===== src/hw/rsc_map.svh =====
// offsets, field positions, reset values and timing for the reset and strap block
`ifndef RSC_MAP_SVH
`define RSC_MAP_SVH
// clock and timing
`define RSC_CLK_NS 10
`define RSC_CLK_KHZ 100000
`define RSC_RST_PROC_NS 160
`define RSC_RST_PROC_CYC ((`RSC_RST_PROC_NS + `RSC_CLK_NS - 1) / `RSC_CLK_NS)
`define RSC_SMB_SLOW_KHZ 100
`define RSC_SMB_FAST_KHZ 400
`define RSC_SMB_SLOW_CYC (`RSC_CLK_KHZ / `RSC_SMB_SLOW_KHZ)
`define RSC_SMB_FAST_CYC (`RSC_CLK_KHZ / `RSC_SMB_FAST_KHZ)
// fixed smbus addresses and pin-driven bits
`define RSC_SLV_ADDR_DEF 7'h77
`define RSC_EE_ADDR_DEF 7'h50
// address bits that the address pins replace
`define RSC_SLV_PIN_MASK 7'h2E
`define RSC_EE_PIN_MASK 7'h1E
// switch mode codes
`define RSC_MODE_NORMAL 3'h0
`define RSC_MODE_EEPROM 3'h1
// register offsets
`define RSC_OFF_SW_CTRL 8'h00
`define RSC_OFF_ALTSEL 8'h04
`define RSC_OFF_US_LSTS 8'h08
`define RSC_OFF_DSA_LSTS 8'h0C
`define RSC_OFF_DSB_LSTS 8'h10
`define RSC_OFF_STATUS 8'h14
`define RSC_OFF_PORTCTL 8'h18
// field positions
`define RSC_SW_CTRL_HALT 0
`define RSC_LSTS_SCLK 12
`define RSC_PCTL_RSTA 0
`define RSC_PCTL_RSTB 1
`define RSC_PCTL_EVT 2
`define RSC_ALT_MASK 8'h9F
// gpio pin numbers with alternate functions
`define RSC_PIN_RSTA 0
`define RSC_PIN_RSTB 1
`define RSC_PIN_IRQ0 2
`define RSC_PIN_EVT 7
// reset values
`define RSC_ALTSEL_RST 8'h00
`define RSC_PCTL_RST 3'h0
`endif


===== src/hw/rsc_pkg.sv =====
// types shared by the reset and strap block
package rsc_pkg;
  // reset sequencer states
  typedef enum logic [1:0] {RSC_ST_PROC, RSC_ST_HALT, RSC_ST_RUN} rsc_state_t;
  // captured strap levels
  typedef struct packed {
    logic [2:0] switch_mode_strap;
    logic dsClk;
    logic usClk;
    logic slow;
    logic hold;
    logic slvPresent;
    logic [3:0] slvPins;
    logic eePresent;
    logic [3:0] eePins;
  } rsc_strap_t;
  // register bus request
  typedef struct packed {
    logic [7:0] addr;
    logic [31:0] wdata;
    logic wr;
    logic rd;
  } rsc_req_t;
endpackage : rsc_pkg


===== src/hw/rsc_reset_strap_config.sv =====
// reset sequencing, strap capture and gpio alternate functions of the switch
// Behaviour
// [RL1] slave smbus address 0x77 without pins
// [RL2] eeprom address 0x50 without pins
// [RL3] gpio 0 drives downstream port A reset
// [RL4] gpio 1 drives downstream port B reset
// [RL5] gpio 2..4 take expander interrupts 0..2
// [RL6] gpio 7 drives event output
// [RL7] downstream strap loads downstream slot clock bits
// [RL8] software writes override downstream slot clock
// [RL9] upstream strap loads upstream bit, writable
// [RL10] master smbus 100 kHz slow, else 400
// [RL11] smbus speed not changeable by software
// [RL12] fundamental reset resets all, starts link reset
// [RL13] hold input keeps device in reset, smbus alive
// [RL14] clearing halt bit releases held reset
// [RL15] mode 0 normal, 1 eeprom, rest reserved
// [RL16] board keeps straps steady after reset
// [RL17] straps captured once after reset release
//
// Decided for this implementation: the address-and-strobe port and the register offsets.
`include "rsc_map.svh"
module rsc_reset_strap_config (
  // clock, reset, enable
  input wire logic sys_clk,
  input wire logic rst_b,
  input wire logic clkEn,
  // strap pins
  input wire logic [2:0] switchModeStrap,
  input wire logic downstreamCommonClockStrap,
  input wire logic upstreamCommonClockStrap,
  input wire logic masterSmbusSlowStrap,
  input wire logic resetHoldInput,
  input wire logic slaveAddrPinsPresent,
  input wire logic [3:0] slaveSmbusAddrPins,
  input wire logic eepromAddrPinsPresent,
  input wire logic [3:0] eepromAddrPins,
  // gpio pads
  input wire logic [10:0] gpioIn,
  output logic [10:0] gpioOut,
  output logic [10:0] gpioOe,
  // register bus
  input rsc_pkg::rsc_req_t regReq,
  output logic [31:0] regRdata,
  // derived configuration
  output logic [6:0] slaveSmbusAddr,
  output logic [6:0] eepromAddr,
  output logic smbSlowMode,
  output logic [9:0] smbPeriodCycles,
  output logic smbusEnable,
  output logic eepromInitEnable,
  output logic modeReserved,
  output logic upstreamSlotClock,
  output logic [1:0] downstreamSlotClock,
  output logic [2:0] expanderIrq,
  output logic coreInReset
);
  import rsc_pkg::*;

  // merge address pins into a fixed base; pin bits selected by mask
  function automatic logic [6:0] mergeAddr(input logic [6:0] base, input logic [6:0] pinBits,
                                           input logic [6:0] mask);
    mergeAddr = (base & ~mask) | (pinBits & mask);
  endfunction : mergeAddr

  logic rstMeta_b; // first synchroniser stage
  logic rstSync_b; // released reset used everywhere
  rsc_state_t state; // sequencer state
  logic [7:0] procCnt; // reset procedure counter
  logic strapsValid; // straps have been captured
  rsc_strap_t cap; // captured straps
  logic haltBit; // halt bit of switch control register
  logic [7:0] altSel; // alternate function select per pin
  logic [2:0] portCtl; // software port resets and event
  logic inReset; // device not yet running
  logic [10:0] next_gpioOut; // next pad levels
  logic [10:0] next_gpioOe; // next pad enables
  logic wrHit; // helper: write strobe
  logic [31:0] next_rdata; // read mux

  assign inReset = (state != RSC_ST_RUN);
  assign wrHit = regReq.wr;

  // reset release through two flip-flops
  always_ff @(posedge sys_clk or negedge rst_b) begin
    if (!rst_b) begin
      rstMeta_b <= 1'b0;
      rstSync_b <= 1'b0;
    end else if (clkEn) begin
      rstMeta_b <= 1'b1;
      rstSync_b <= rstMeta_b;
    end
  end

  // strap capture on the first enabled edge after release
  always_ff @(posedge sys_clk or negedge rstSync_b) begin
    if (!rstSync_b) begin
      strapsValid <= 1'b0;
      cap <= '0;
    end else if (clkEn && !strapsValid) begin // see [RL17]
      strapsValid <= 1'b1;
      cap.switch_mode_strap <= switchModeStrap; // see [RL16]
      cap.dsClk <= downstreamCommonClockStrap;
      cap.usClk <= upstreamCommonClockStrap;
      cap.slow <= masterSmbusSlowStrap;
      cap.hold <= resetHoldInput;
      cap.slvPresent <= slaveAddrPinsPresent;
      cap.slvPins <= slaveSmbusAddrPins;
      cap.eePresent <= eepromAddrPinsPresent;
      cap.eePins <= eepromAddrPins;
    end
  end

  // reset sequencer: procedure, optional hold, run
  always_ff @(posedge sys_clk or negedge rstSync_b) begin
    if (!rstSync_b) begin
      state <= RSC_ST_PROC; // see [RL12]
      procCnt <= 8'h00;
    end else if (clkEn) begin
      unique case (state)
        RSC_ST_PROC: begin
          procCnt <= procCnt + 8'h01;
          // procedure done: hold or run
          if (procCnt == 8'(`RSC_RST_PROC_CYC - 1)) begin
            state <= cap.hold ? RSC_ST_HALT : RSC_ST_RUN; // see [RL13]
          end
        end
        RSC_ST_HALT: begin
          // leave once software clears halt
          if (!haltBit) begin
            state <= RSC_ST_RUN; // see [RL14]
          end
        end
        RSC_ST_RUN: begin
          state <= RSC_ST_RUN;
        end
      endcase
    end
  end

  // halt bit: loaded from hold strap, software may only clear it
  always_ff @(posedge sys_clk or negedge rstSync_b) begin
    if (!rstSync_b) begin
      haltBit <= 1'b0;
    end else if (clkEn) begin
      if (!strapsValid) begin
        haltBit <= resetHoldInput; // see [RL13]
      end else if (wrHit && regReq.addr == `RSC_OFF_SW_CTRL) begin
        haltBit <= haltBit & regReq.wdata[`RSC_SW_CTRL_HALT]; // see [RL14]
      end
    end
  end

  // slot clock bits: strap initial value, software override
  always_ff @(posedge sys_clk or negedge rstSync_b) begin
    if (!rstSync_b) begin
      upstreamSlotClock <= 1'b0;
      downstreamSlotClock <= 2'h0;
    end else if (clkEn) begin
      if (!strapsValid) begin
        downstreamSlotClock <= {2{downstreamCommonClockStrap}}; // see [RL7]
        upstreamSlotClock <= upstreamCommonClockStrap; // see [RL9]
      end else if (wrHit) begin
        // override per port
        if (regReq.addr == `RSC_OFF_US_LSTS) begin
          upstreamSlotClock <= regReq.wdata[`RSC_LSTS_SCLK]; // see [RL9]
        end
        if (regReq.addr == `RSC_OFF_DSA_LSTS) begin
          downstreamSlotClock[0] <= regReq.wdata[`RSC_LSTS_SCLK]; // see [RL8]
        end
        if (regReq.addr == `RSC_OFF_DSB_LSTS) begin
          downstreamSlotClock[1] <= regReq.wdata[`RSC_LSTS_SCLK]; // see [RL8]
        end
      end
    end
  end

  // alternate function select and port control registers
  always_ff @(posedge sys_clk or negedge rstSync_b) begin
    if (!rstSync_b) begin
      altSel <= `RSC_ALTSEL_RST;
      portCtl <= `RSC_PCTL_RST;
    end else if (clkEn && wrHit) begin
      if (regReq.addr == `RSC_OFF_ALTSEL) begin
        altSel <= regReq.wdata[7:0] & `RSC_ALT_MASK;
      end
      if (regReq.addr == `RSC_OFF_PORTCTL) begin
        portCtl <= regReq.wdata[2:0];
      end
    end
  end

  // derived smbus and mode configuration, fixed once straps are in
  always_ff @(posedge sys_clk or negedge rstSync_b) begin
    if (!rstSync_b) begin
      slaveSmbusAddr <= `RSC_SLV_ADDR_DEF;
      eepromAddr <= `RSC_EE_ADDR_DEF;
      smbSlowMode <= 1'b0;
      smbPeriodCycles <= 10'(`RSC_SMB_FAST_CYC);
      smbusEnable <= 1'b0;
      eepromInitEnable <= 1'b0;
      modeReserved <= 1'b0;
    end else if (clkEn) begin
      // address pins replace bits 5,3:1 and 4:1
      slaveSmbusAddr <= cap.slvPresent ? mergeAddr(`RSC_SLV_ADDR_DEF,
        {1'b0, cap.slvPins[3], 1'b0, cap.slvPins[2:0], 1'b0}, `RSC_SLV_PIN_MASK)
        : `RSC_SLV_ADDR_DEF; // see [RL1]
      eepromAddr <= cap.eePresent ? mergeAddr(`RSC_EE_ADDR_DEF,
        {2'h0, cap.eePins, 1'b0}, `RSC_EE_PIN_MASK) : `RSC_EE_ADDR_DEF; // see [RL2]
      // speed from strap only, no register path
      smbSlowMode <= cap.slow; // see [RL11]
      smbPeriodCycles <= cap.slow ? 10'(`RSC_SMB_SLOW_CYC)
                                  : 10'(`RSC_SMB_FAST_CYC); // see [RL10]
      smbusEnable <= strapsValid; // see [RL13]
      eepromInitEnable <= strapsValid && (cap.switch_mode_strap == `RSC_MODE_EEPROM); // see [RL15]
      modeReserved <= strapsValid && (cap.switch_mode_strap != `RSC_MODE_NORMAL)
                      && (cap.switch_mode_strap != `RSC_MODE_EEPROM); // see [RL15]
    end
  end

  // pad drive for alternate outputs
  always_comb begin
    next_gpioOut = 11'h000;
    next_gpioOe = 11'h000;
    // downstream resets are active low
    if (altSel[`RSC_PIN_RSTA]) begin
      next_gpioOe[`RSC_PIN_RSTA] = 1'b1;
      next_gpioOut[`RSC_PIN_RSTA] = !(inReset || portCtl[`RSC_PCTL_RSTA]); // see [RL3]
    end
    if (altSel[`RSC_PIN_RSTB]) begin
      next_gpioOe[`RSC_PIN_RSTB] = 1'b1;
      next_gpioOut[`RSC_PIN_RSTB] = !(inReset || portCtl[`RSC_PCTL_RSTB]); // see [RL4]
    end
    // event output
    if (altSel[`RSC_PIN_EVT]) begin
      next_gpioOe[`RSC_PIN_EVT] = 1'b1;
      next_gpioOut[`RSC_PIN_EVT] = portCtl[`RSC_PCTL_EVT]; // see [RL6]
    end
  end

  // registered pads, expander interrupts and core reset
  always_ff @(posedge sys_clk or negedge rstSync_b) begin
    if (!rstSync_b) begin
      gpioOut <= 11'h000;
      gpioOe <= 11'h000;
      expanderIrq <= 3'h0;
      coreInReset <= 1'b1; // see [RL12]
    end else if (clkEn) begin
      gpioOut <= next_gpioOut;
      gpioOe <= next_gpioOe;
      // active-low interrupts on pins 2..4
      expanderIrq <= altSel[`RSC_PIN_IRQ0 +: 3] & ~gpioIn[`RSC_PIN_IRQ0 +: 3]; // see [RL5]
      coreInReset <= inReset;
    end
  end

  // read mux, unmapped reads give zero
  always_comb begin
    next_rdata = 32'h0000_0000;
    unique case (regReq.addr)
      `RSC_OFF_SW_CTRL: next_rdata[`RSC_SW_CTRL_HALT] = haltBit;
      `RSC_OFF_ALTSEL: next_rdata[7:0] = altSel;
      `RSC_OFF_US_LSTS: next_rdata[`RSC_LSTS_SCLK] = upstreamSlotClock;
      `RSC_OFF_DSA_LSTS: next_rdata[`RSC_LSTS_SCLK] = downstreamSlotClock[0];
      `RSC_OFF_DSB_LSTS: next_rdata[`RSC_LSTS_SCLK] = downstreamSlotClock[1];
      `RSC_OFF_STATUS: next_rdata[15:0] = {1'b0, expanderIrq, 2'(state), inReset,
        cap.hold, cap.usClk, cap.dsClk, cap.slow, eepromInitEnable, modeReserved,
        cap.switch_mode_strap};
      `RSC_OFF_PORTCTL: next_rdata[2:0] = portCtl;
      default: next_rdata = 32'h0000_0000;
    endcase
  end

  // read data one cycle after the strobe
  always_ff @(posedge sys_clk or negedge rstSync_b) begin
    if (!rstSync_b) begin
      regRdata <= 32'h0000_0000;
    end else if (clkEn) begin
      regRdata <= regReq.rd ? next_rdata : 32'h0000_0000;
    end
  end
endmodule : rsc_reset_strap_config


===== config.mk =====
export PLATFORM = sky130hd
export DESIGN_NAME = rsc_reset_strap_config
export DESIGN_NICKNAME = d
export VERILOG_FILES = /design/src/hw/rsc_pkg.sv /design/src/hw/rsc_reset_strap_config.sv
export VERILOG_INCLUDE_DIRS = /design/src /design/src/hw
export SDC_FILE = /design/constraint.sdc
export NUM_CORES = 1
export LEC_CHECK = 0
export ABC_AREA = 1
export BUFFER_PORTS_ARGS = -buffer_cell sky130_fd_sc_hd__buf_2
export CORE_ASPECT_RATIO = 0.75
export CORE_UTILIZATION = 54
export CTS_BUF_LIST = sky130_fd_sc_hd__clkbuf_8
export DETAILED_ROUTE_END_ITERATION = 6
export PLACE_DENSITY = 0.87
export SYNTH_ARGS = -nofsm -noshare
export SYNTH_HDL_FRONTEND = slang
export SYNTH_SLANG_ARGS = --single-unit

===== constraint.sdc =====
create_clock -name sys_clk -period 6.6 [get_ports sys_clk]
set_clock_uncertainty 0.2 [all_clocks]
set_input_delay 0.33 -clock sys_clk [delete_from_list [all_inputs] [get_ports sys_clk]]
set_output_delay 0.33 -clock sys_clk [all_outputs]
set_load 0.005 [all_outputs]

==> results of run 1 <==
==> state kept, by name, summed over array words and instances, names as in the netlist <==
name	cells
expanderIrq	3
smbPeriodCycles	2
regRdata	15
modeReserved	1
downstreamSlotClock	2
smbusEnable	1
upstreamSlotClock	1
haltBit	1
cap	17
slaveSmbusAddr	4
gpioOe	3
rstMeta_b	1
eepromAddr	4
strapsValid	1
state	2
eepromInitEnable	1
altSel	6
coreInReset	1
gpioOut	3
portCtl	3
procCnt	8
rstSync_b	1
==> per-layer routing <==
metal / track usage / vias to the layer above
li1: - / 1536
met1: 0.3171 / 1539
met2: 0.3952 / 163
met3: 0.06055 / 11
met4: 0.05217 / 0
met5: 0 / -
==> worst max-delay path: stages <==
cell	delay, ns
buf_2	0.45
inv_1	0.08
buf_4	0.27
nor2_4	0.47
inv_1	0.38
nand2_1	0.19
nand3_1	0.09
o21a_1	0.10
==> through the flow <==
stage                     total power, µW  setup slack (ns)  cells
after global placement              617.3             3.937    624
final                                1043             4.234    654
after global routing                 1086             4.039    654
after floorplan                     604.0             3.967    501
after CTS                            1048             4.250    654
after detailed placement            620.3             3.894    624
==> timing repair <==
action / in CTS / in global routing
gates resized for setup: 0 / 0
hold buffers: 14 / 0
hold endpoints to repair: 15 / 0
==> cells by family (layout without fill, tap and decap cells) <==
group / count (synthesis) / count (layout)
other: 2 / 45
AOI/OAI and AO/OA: 51 / 51
buffers and inverters: 101 / 156
xor gates and xnor gates: 6 / 6
DFF: 81 / 81
adders and majority gates: 4 / 4
and+or+nand+nor: 213 / 213
==> power breakdown <==
part           internal [µW]  leakage (µW)  total (µW)  switching (µW)
registers                515      0.000980         539            23.5
logic                   32.8       0.00154        79.5            46.8
clock network            249      0.000120         425             176
total                    797       0.00264        1040             247
==> cells in the mapped netlist (all sizes together) <==
cell type  number
dfrtp          75
o22ai           7
conb            2
nand3          32
a21oi           3
o21a            1
o22a            2
inv            42
o21ai          27
nor3            1
xnor2           1
ha              4
a22o            1
o31ai           9
xor2            5
nand2         159
nor2           17
or2             1
buf            57
clkbuf          2
dfstp           6
nand4           3
a21boi          1
==> cells in the final DEF (no fill, tap or decap), drive strengths merged <==
cell type    Yosys  final
xor2             5      5
a22o             1      1
xnor2            1      1
nor3             1      1
dfstp            6      6
ha               4      4
a21oi            3      3
o21a             1      1
inv             42     43
dfrtp           75     75
o21ai           27     27
or2              1      1
nand2          159    159
o22ai            7      7
o22a             2      2
dlygate4sd3      0     14
nand4            3      3
clkinv           0      2
a21boi           1      1
conb             2     45
clkbuf           2      9
bufinv           0      3
clkinvlp         0      1
nor2            17     17
o31ai            9      9
buf             57     84
nand3           32     32
==> final timing paths <==
path	startpoint	to	slack [ns]	cells past startpoint
worst max register to register	strapsValid	upstreamSlotClock	4.58	5
worst max-delay path	clkEn	upstreamSlotClock	4.23	8
min in group asynchronous	rst_b	rstSync_b	0.11	2
max in group asynchronous	rstSync_b	cap[6]	5.25	0
worst min-delay path	regReq[3]	portCtl[1]	0.01	3
worst min register to register	cap[11]	smbPeriodCycles[4]	0.23	1
==> final cells by class <==
type,count,area (µm²),area share
timing repair buffer,98,563.0,0.1218
tap,98,122.6,0.02652
sequential,81,2038,0.4407
clock buffer,9,123.9,0.02679
clock inverter,7,111.4,0.02408
inverter,42,157.7,0.03409
multi-input combinational,319,1508,0.3260
==> flow_summary.json, run 1 <==
{
  "status": "finished clean",
  "global_route.usage.total": 0.2388,
  "finish.net_count": 628,
  "drt_iter0_drc": 180,
  "cts_tree": "built",
  "io-pin-count": 162,
  "h-tree-depth": 3,
  "fin_crit_ns": 2.366,
  "floorplan.rows": 26,
  "report.final.slew_viol_count": 0,
  "post_cts_buffers": 0,
  "hold-worst-slack_ns": 0.009504,
  "detail_route.drc_violations": 0,
  "wl_um": 8704,
  "timing.slew.headroom": 0.3351,
  "gpl.final_weighted_congestion": 0.8582,
  "synth.avg_cell_area_um2": 8.657,
  "rsz0062_at_grt": "false",
  "setup_viol_count_final": 0,
  "endpoint_kind": "flop",
  "global_route_wire_length_before_repair_um": 14370,
  "hold_class": "in -> reg",
  "tns_ns": 0,
  "timing.final.crit_share": 0.3585,
  "yosys.cell_types.count": 30,
  "first_global_vias": 3097,
  "final-hold-violation-count": 0,
  "peakVddDrop_mv": 0.1538,
  "detailedRoute.firstPassIterationCount": 5,
  "worst-endpoint-required_ns": 6.63,
  "met2_length_um": 4258,
  "die_area_um2": 7693,
  "detailroute.wirelength.met3_um": 738,
  "crit_arrival_ns": 2.40,
  "synthToLayoutAreaGrowth_pct": 16.63,
  "power.static_leakage_uw": 0.002636,
  "antenna_found_initial": 1,
  "cts.reportedPaths.clkPinSlew_ns": 0.08,
  "ys.warnings.count": 0,
  "synthTopCellsByArea": "dfrtp_1 (47%), nand2_1 (14%), buf_4 (9.7%), nand3_1 (4.0%), dfstp_2 (4.0%)",
  "synthesized_area_fraction_occupied_by_ao_oa_aoi_and_oai_cells": 0.07636,
  "via_count": 3249,
  "start_kind": "primary input",
  "yosys.area.top_type_share": 0.4733,
  "drive_gt1_frac": 0.2140,
  "pwr_density_cell_nw_per_um2": 225.6,
  "tritoncts.num_buffers": 9,
  "route.detailed.vias_per_inst": 4.968,
  "synth_top_area_cell": "dfrtp_1",
  "grt_start_max_net_pins": 81,
  "detailed_place_hpwl_um": 5968,
  "final_util": 0.6643,
  "share_of_synthesized_area_spent_on_multiplexers": 0,
  "initial_utilization": 0.5696,
  "wl_per_cell_um": 13.31,
  "timing_worst_slew_pin_value_ns": 0.9974,
  "synth_top_family_by_area": "simple AND/OR/NAND/NOR gates",
  "worstSkewPairLatency_ns": 0.35,
  "synth_simple_gate_area_frac": 0.2354,
  "synth_xor_area_frac": 0.01325,
  "port-buffer-count": 83,
  "clock_tree.buffer_depth": 2,
  "global_route.overflow_total": 0,
  "layout.filler_cells": 580,
  "core_area_um2": 6962,
  "chipWidth_um": 100.9,
  "route.antenna.remaining_nets": 0,
  "syn-cell-area_um2": 3965,
  "synth_seq_cells": 81,
  "wl_met1_um": 3639,
  "worstSetupPathType": "in -> reg",
  "postPlaceCellArea_um2": 4249,
  "maxCapViolations": 0,
  "cts-root-buf": "clkbuf_8",
  "sequential_fraction_of_the_synthesis_area": 0.5131,
  "critical_path.max_fanout": 40,
  "timing.fmax_ghz": 0.4226,
  "clock_sinks": 81,
  "topRoutingLayerUsed": "met4",
  "diodes": 0,
  "synth_adder_area_share": 0.01262,
  "post_synth_inst_count": 458,
  "final_cell_area_um2": 4624,
  "die-height_um": 76.21
}
Power figures use the tool's default switching activity.
==> run 2, diff against run 1 <==
CORE_UTILIZATION = 50   (was 54)
PLACE_DENSITY = 0.81   (was 0.87)
clock period = 2.4 ns   (was 6.6 ns; I/O delays follow)
==> run 2 against run 1 <==
Against the previous run:
- routed wire length increased by 3.4%
- combinational power rose to 3.4 times the previous value
- global-route usage fell by 0.81 points
- critical path depth fell by 1
- final cell count is 3.7% higher
- flip-flop and latch count unchanged
- non-clock buffer count grew 21
- utilization fell by 2.2 points
- sequential share of layout area shrank 1.8 points
- sequential power grew to 2.7 times the previous value
- via count up 1.5%
- critical endpoint is now state[1]
- highest routed layer unchanged
==> flow_summary.json, run 2 (same netlist as run 1, synthesis figures left out) <==
{
  "status": "finished clean",
  "power.share.switching": 0.2524,
  "rsz0062_at_grt": "false",
  "final_util": 0.6425,
  "peakVddDrop_mv": 0.3595,
  "worstSetupPathType": "in -> reg",
  "cts.reportedPaths.clkPinSlew_ns": 0.09,
  "layout.filler_cells": 646,
  "pwr_density_cell_nw_per_um2": 589.6,
  "path_buf_inv": 4,
  "crit_arrival_ns": 2.07,
  "global_route.usage.total": 0.2308,
  "worstSkewPairLatency_ns": 0.36,
  "cp_slowest_cell": "dlygate4sd3_1",
  "start_kind": "primary input",
  "h-tree-depth": 3,
  "layout_common_cells": "nand2_1 (153), buf_2 (83), dfrtp_1 (74)",
  "synthToLayoutAreaGrowth_pct": 21.52,
  "setup_viol_count_final": 0,
  "timing.fmax_ghz": 0.4902,
  "timing.final.crit_share": 0.8500,
  "via_count": 3298,
  "timing.critical_path.cells": "dlygate4sd3_1 > buf_2 > inv_1 > buf_4 > a21oi_1 > nand3_1 > a21boi_0",
  "final-hold-violation-count": 0,
  "port-buffer-count": 83,
  "diodes": 0,
  "r2r_slack_ns": 0.58,
  "grt_start_max_net_pins": 40,
  "total_chip_power_uw": 2841,
  "die-height_um": 79.12,
  "wl_per_cell_um": 13.28,
  "final_cell_area_um2": 4818,
  "global_route_wire_length_before_repair_um": 14770,
  "tritoncts.num_buffers": 9,
  "maxCapViolations": 0,
  "worst-endpoint-required_ns": 2.43,
  "route.detailed.vias_per_inst": 4.864,
  "pwr-share-clk": 0.391,
  "wl_um": 9004,
  "postPlaceCellArea_um2": 4283,
  "antenna_found_initial": 0,
  "power.static_leakage_uw": 0.002712,
  "hold_class": "in -> reg",
  "largest_register_ffs": 17,
  "fin_crit_ns": 2.040,
  "detail_route.drc_violations": 0,
  "finish.net_count": 649,
  "drive_gt1_frac": 0.2149,
  "detailedRoute.firstPassIterationCount": 5,
  "top_register": "cap",
  "critical_path.max_fanout": 39,
  "internal_power_uw": 2124,
  "postCtsResizedCells": 0,
  "core_area_um2": 7500,
  "layout_commonest_cell": "nand2_1",
  "chipWidth_um": 104.8,
  "seqPwrFrac": 0.515,
  "clock_sinks": 81,
  "initial_utilization": 0.5287,
  "global_route.overflow_total": 0,
  "cts-root-buf": "clkbuf_8",
  "endpoint_kind": "flop",
  "first_global_vias": 3094,
  "gpl.final_weighted_congestion": 0.8876,
  "floorplan.rows": 27,
  "tns_ns": 0,
  "io-pin-count": 162,
  "drt_iter0_drc": 189,
  "logic_gate_share_of_total_power": 0.094,
  "report.final.slew_viol_count": 0,
  "clock_tree.buffer_depth": 2,
  "p_sw_uw": 717.1,
  "cts_tree": "built",
  "max_stage_delay_ns": 0.53,
  "detailed_place_hpwl_um": 6078,
  "route.antenna.remaining_nets": 0,
  "largestRegisters": "cap x17, regRdata x15, procCnt x8",
  "die_area_um2": 8294,
  "cpLargestDelayFamily": "buffers and inverters"
}
==> run 2: worst paths after layout <==
path	cells after the start	startpoint	to
setup / recovery	7	clkEn	state[1]
hold reg to reg	0	rstSync_b	procCnt[4]
max in group asynchronous	1	rstSync_b	smbPeriodCycles[4]
hold / removal	4	regReq[1]	altSel[0]
setup reg to reg	6	state[0]	procCnt[7]
min in group asynchronous	0	rstSync_b	procCnt[4]
==> run 2: cell type report <==
cell class                 instances  area [µm²]  share of cell area
clock buffer                       9       123.9             0.02571
clock inverter                     7       101.3             0.02103
inverter                          42       157.7             0.03272
multi-input combinational        319        1508              0.3129
sequential                        81        2038              0.4230
tap                              101       126.4             0.02623
timing repair buffer             119       763.2              0.1584
==> run 2: power groups by stage <==
stage          Clock (µW)  Sequential [µW]  Combinational [µW]
5_1_grt              1210             1470                 298
2_1_floorplan           0             1500                 165
6_report             1110             1460                 267
4_1_cts              1140             1460                 264
3_5_place_dp            0             1490                 224
3_3_place_gp            0             1490                 217
==> run 2: layer usage <==
| metal | global-route usage | vias up | share of wire |
|---|---|---|---|
| met3 | 0.06076 | 9 | 0.068 |
| met5 | 0 | - | 0 |
| met4 | 0.05775 | 0 | 0.0084 |
| li1 | - | 1583 | - |
| met2 | 0.3947 | 139 | 0.48 |
| met1 | 0.2940 | 1567 | 0.44 |
==> run 2: worst reg2reg max path, delay by kind of cell (launching register included) <==
kind	cells	cell delay [ns]
xor+xnor	1	0.17
fa+ha+maj	1	0.22
simple gates	3	0.58
flops	1	0.42
buf+inv	1	0.12
==> run 2: metrics by stage <==
stage | hold WS [ns] | instances | setup slack, ns
floorplan | -0.3756 | 501 | 0.6885
global placement | -0.2949 | 631 | 0.6578
detailed placement | -0.2858 | 631 | 0.6067
CTS | 0.01356 | 678 | 0.4138
global route | 0.04715 | 678 | 0.2965
finish | 0.03471 | 678 | 0.3601
==> run 2: what timing repair did <==
action / CTS / global route
buffers inserted: 0 / 0
hold buffers: 31 / 0
hold endpoints to repair: 39 / 0
==> run 3, diff against run 2 <==
clock period = 2.05 ns   (was 2.4 ns; I/O delays follow)
==> run 3 against run 2 <==
Against the previous run:
- final area up 0.55%
- clock power up 16%
- setup slack worse by 0.14 ns
- final cell count up 0.29%
- die area unchanged
- global-route usage up 0.18 points
- utilization up 0.35 points
- largest power group unchanged
==> flow_summary.json, run 3 (same netlist as run 1, synthesis figures left out) <==
{
  "endpoint_kind": "flop",
  "clock_sinks": 81,
  "cp_slowest_cell": "dlygate4sd3_1",
  "drt_iter0_drc": 196,
  "pwr-share-clk": 0.388,
  "timing.fmax_ghz": 0.5472,
  "worstSetupPathType": "in -> reg",
  "chipWidth_um": 104.8,
  "pwr_density_cell_nw_per_um2": 683.7,
  "route.detailed.vias_per_inst": 4.766,
  "p_sw_uw": 832.0,
  "layout_common_cells": "nand2_1 (153), buf_2 (83), dfrtp_1 (74)",
  "maxCapViolations": 0,
  "clock_tree.buffer_depth": 2,
  "synthToLayoutAreaGrowth_pct": 22.18,
  "layout.cells.non_filler": 680,
  "first_global_vias": 3183,
  "report.final.slew_viol_count": 0,
  "top_register": "cap",
  "timing.critical_path.cells": "dlygate4sd3_1 > buf_2 > inv_1 > buf_4 > a21oi_1 > nand3_1 > a21boi_0",
  "route.antenna.remaining_nets": 0,
  "layout_commonest_cell": "nand2_1",
  "die-height_um": 79.12,
  "floorplan.rows": 27,
  "final_cell_area_um2": 4845,
  "tns_ns": 0,
  "final_util": 0.6460,
  "largestRegisters": "cap x17, regRdata x15, procCnt x8",
  "detail_route.drc_violations": 0,
  "finish.net_count": 651,
  "power.static_leakage_uw": 0.002720,
  "cts.reportedPaths.clkPinSlew_ns": 0.08,
  "internal_power_uw": 2480,
  "start_kind": "primary input",
  "crit_arrival_ns": 1.87,
  "via_count": 3241,
  "final-hold-violation-count": 0,
  "detailed_place_hpwl_um": 6099,
  "status": "finished clean",
  "die_area_um2": 8294,
  "global_route.usage.total": 0.2325,
  "rsz0062_at_grt": "false",
  "peakVddDrop_mv": 0.4818,
  "drive_gt1_frac": 0.2124,
  "h-tree-depth": 3,
  "io-pin-count": 162,
  "timing.final.crit_share": 0.8915,
  "detailedRoute.firstPassIterationCount": 5,
  "diodes": 0,
  "hold_class": "reg -> async",
  "global_route_wire_length_before_repair_um": 14920,
  "total_chip_power_uw": 3312,
  "post_cts_buffers": 0,
  "core_area_um2": 7500,
  "tritoncts.num_buffers": 9,
  "seqPwrFrac": 0.515,
  "cts-root-buf": "clkbuf_8",
  "fin_crit_ns": 1.828,
  "wl_per_cell_um": 13.09,
  "power.share.switching": 0.2512,
  "largest_register_ffs": 17,
  "logic_gate_share_of_total_power": 0.097,
  "gpl.final_weighted_congestion": 0.8592,
  "dpl.cell_count": 631,
  "grt_start_max_net_pins": 62,
  "cts_tree": "built",
  "initial_utilization": 0.5287,
  "port-buffer-count": 83,
  "worstSkewPairLatency_ns": 0.36,
  "setup_viol_count_final": 0,
  "max_stage_delay_ns": 0.51,
  "global_route.overflow_total": 0,
  "wl_um": 8899,
  "antenna_found_initial": 0,
  "critical_path.max_fanout": 39,
  "worst-endpoint-required_ns": 2.09,
  "postPlaceCellArea_um2": 4295
}
-- run 3: cell types whose count changed in the layout (fill, tap and decap cells not counted), sizes merged --
cell and change:
clkinvlp +1, dlygate4sd3 +2, clkinv -1
-- run 3: repair_timing --
action                                  in CTS  in global routing
gates resized for setup                      0                  0
hold buffers                                33                  0
endpoints found under the setup margin       0                  0
endpoints found under the hold margin       41                  0
-- run 3: power groups by stage --
stage	combinational (µW)	clock (µW)	sequential [µW]
floorplan	194	0	1750
global placement	265	0	1730
detailed placement	273	0	1740
CTS	321	1310	1710
global route	363	1390	1710
finish	321	1290	1710
-- run 3: path summary, 6_finish.rpt --
path	start	end	slack, ns	cells past startpoint
setup / recovery	clkEn	state[1]	0.22	7
hold / removal	rstSync_b	eepromAddr[1]	0.009	0
setup reg to reg	state[0]	procCnt[7]	0.23	6
hold reg to reg	rstSync_b	eepromAddr[1]	0.009	0
max in group asynchronous	rstSync_b	smbPeriodCycles[4]	1.00	1
min in group sys_clk	regReq[37]	downstreamSlotClock[0]	0.03	6
-- run 3: worst max-delay path: cells and delay by family --
family,cells,cell delay [ns]
compound gates,2,0.39
buf+inv,4,1.25
simple gates,1,0.12
-- run 3: per-layer routing --
layer	track usage	share of wire	up-vias
li1	-	-	1587
met1	0.3048	0.44	1505
met2	0.3781	0.48	139
met3	0.06650	0.073	10
met4	0.06901	0.013	0
met5	0	0	-
-- run 3: per-stage QoR --
step	hold WS, ns	setup WS (ns)
floorplan	-0.3931	0.3385
global placement	-0.3130	0.3455
detailed placement	-0.3073	0.2681
CTS	0.01129	0.2391
global route	0.03274	0.1033
finish	0.008647	0.2224
-- run 3: area by class of cell --
| class | instances | area [µm²] |
|---|---|---|
| Tap cell | 101 | 126.4 |
| Inverter | 42 | 157.7 |
| Sequential cell | 81 | 2038 |
| Clock buffer | 9 | 123.9 |
| Fill cell | 643 | 2655 |
| Timing Repair Buffer | 121 | 795.8 |
| Clock inverter | 7 | 95.09 |
| Multi-Input combinational cell | 319 | 1508 |
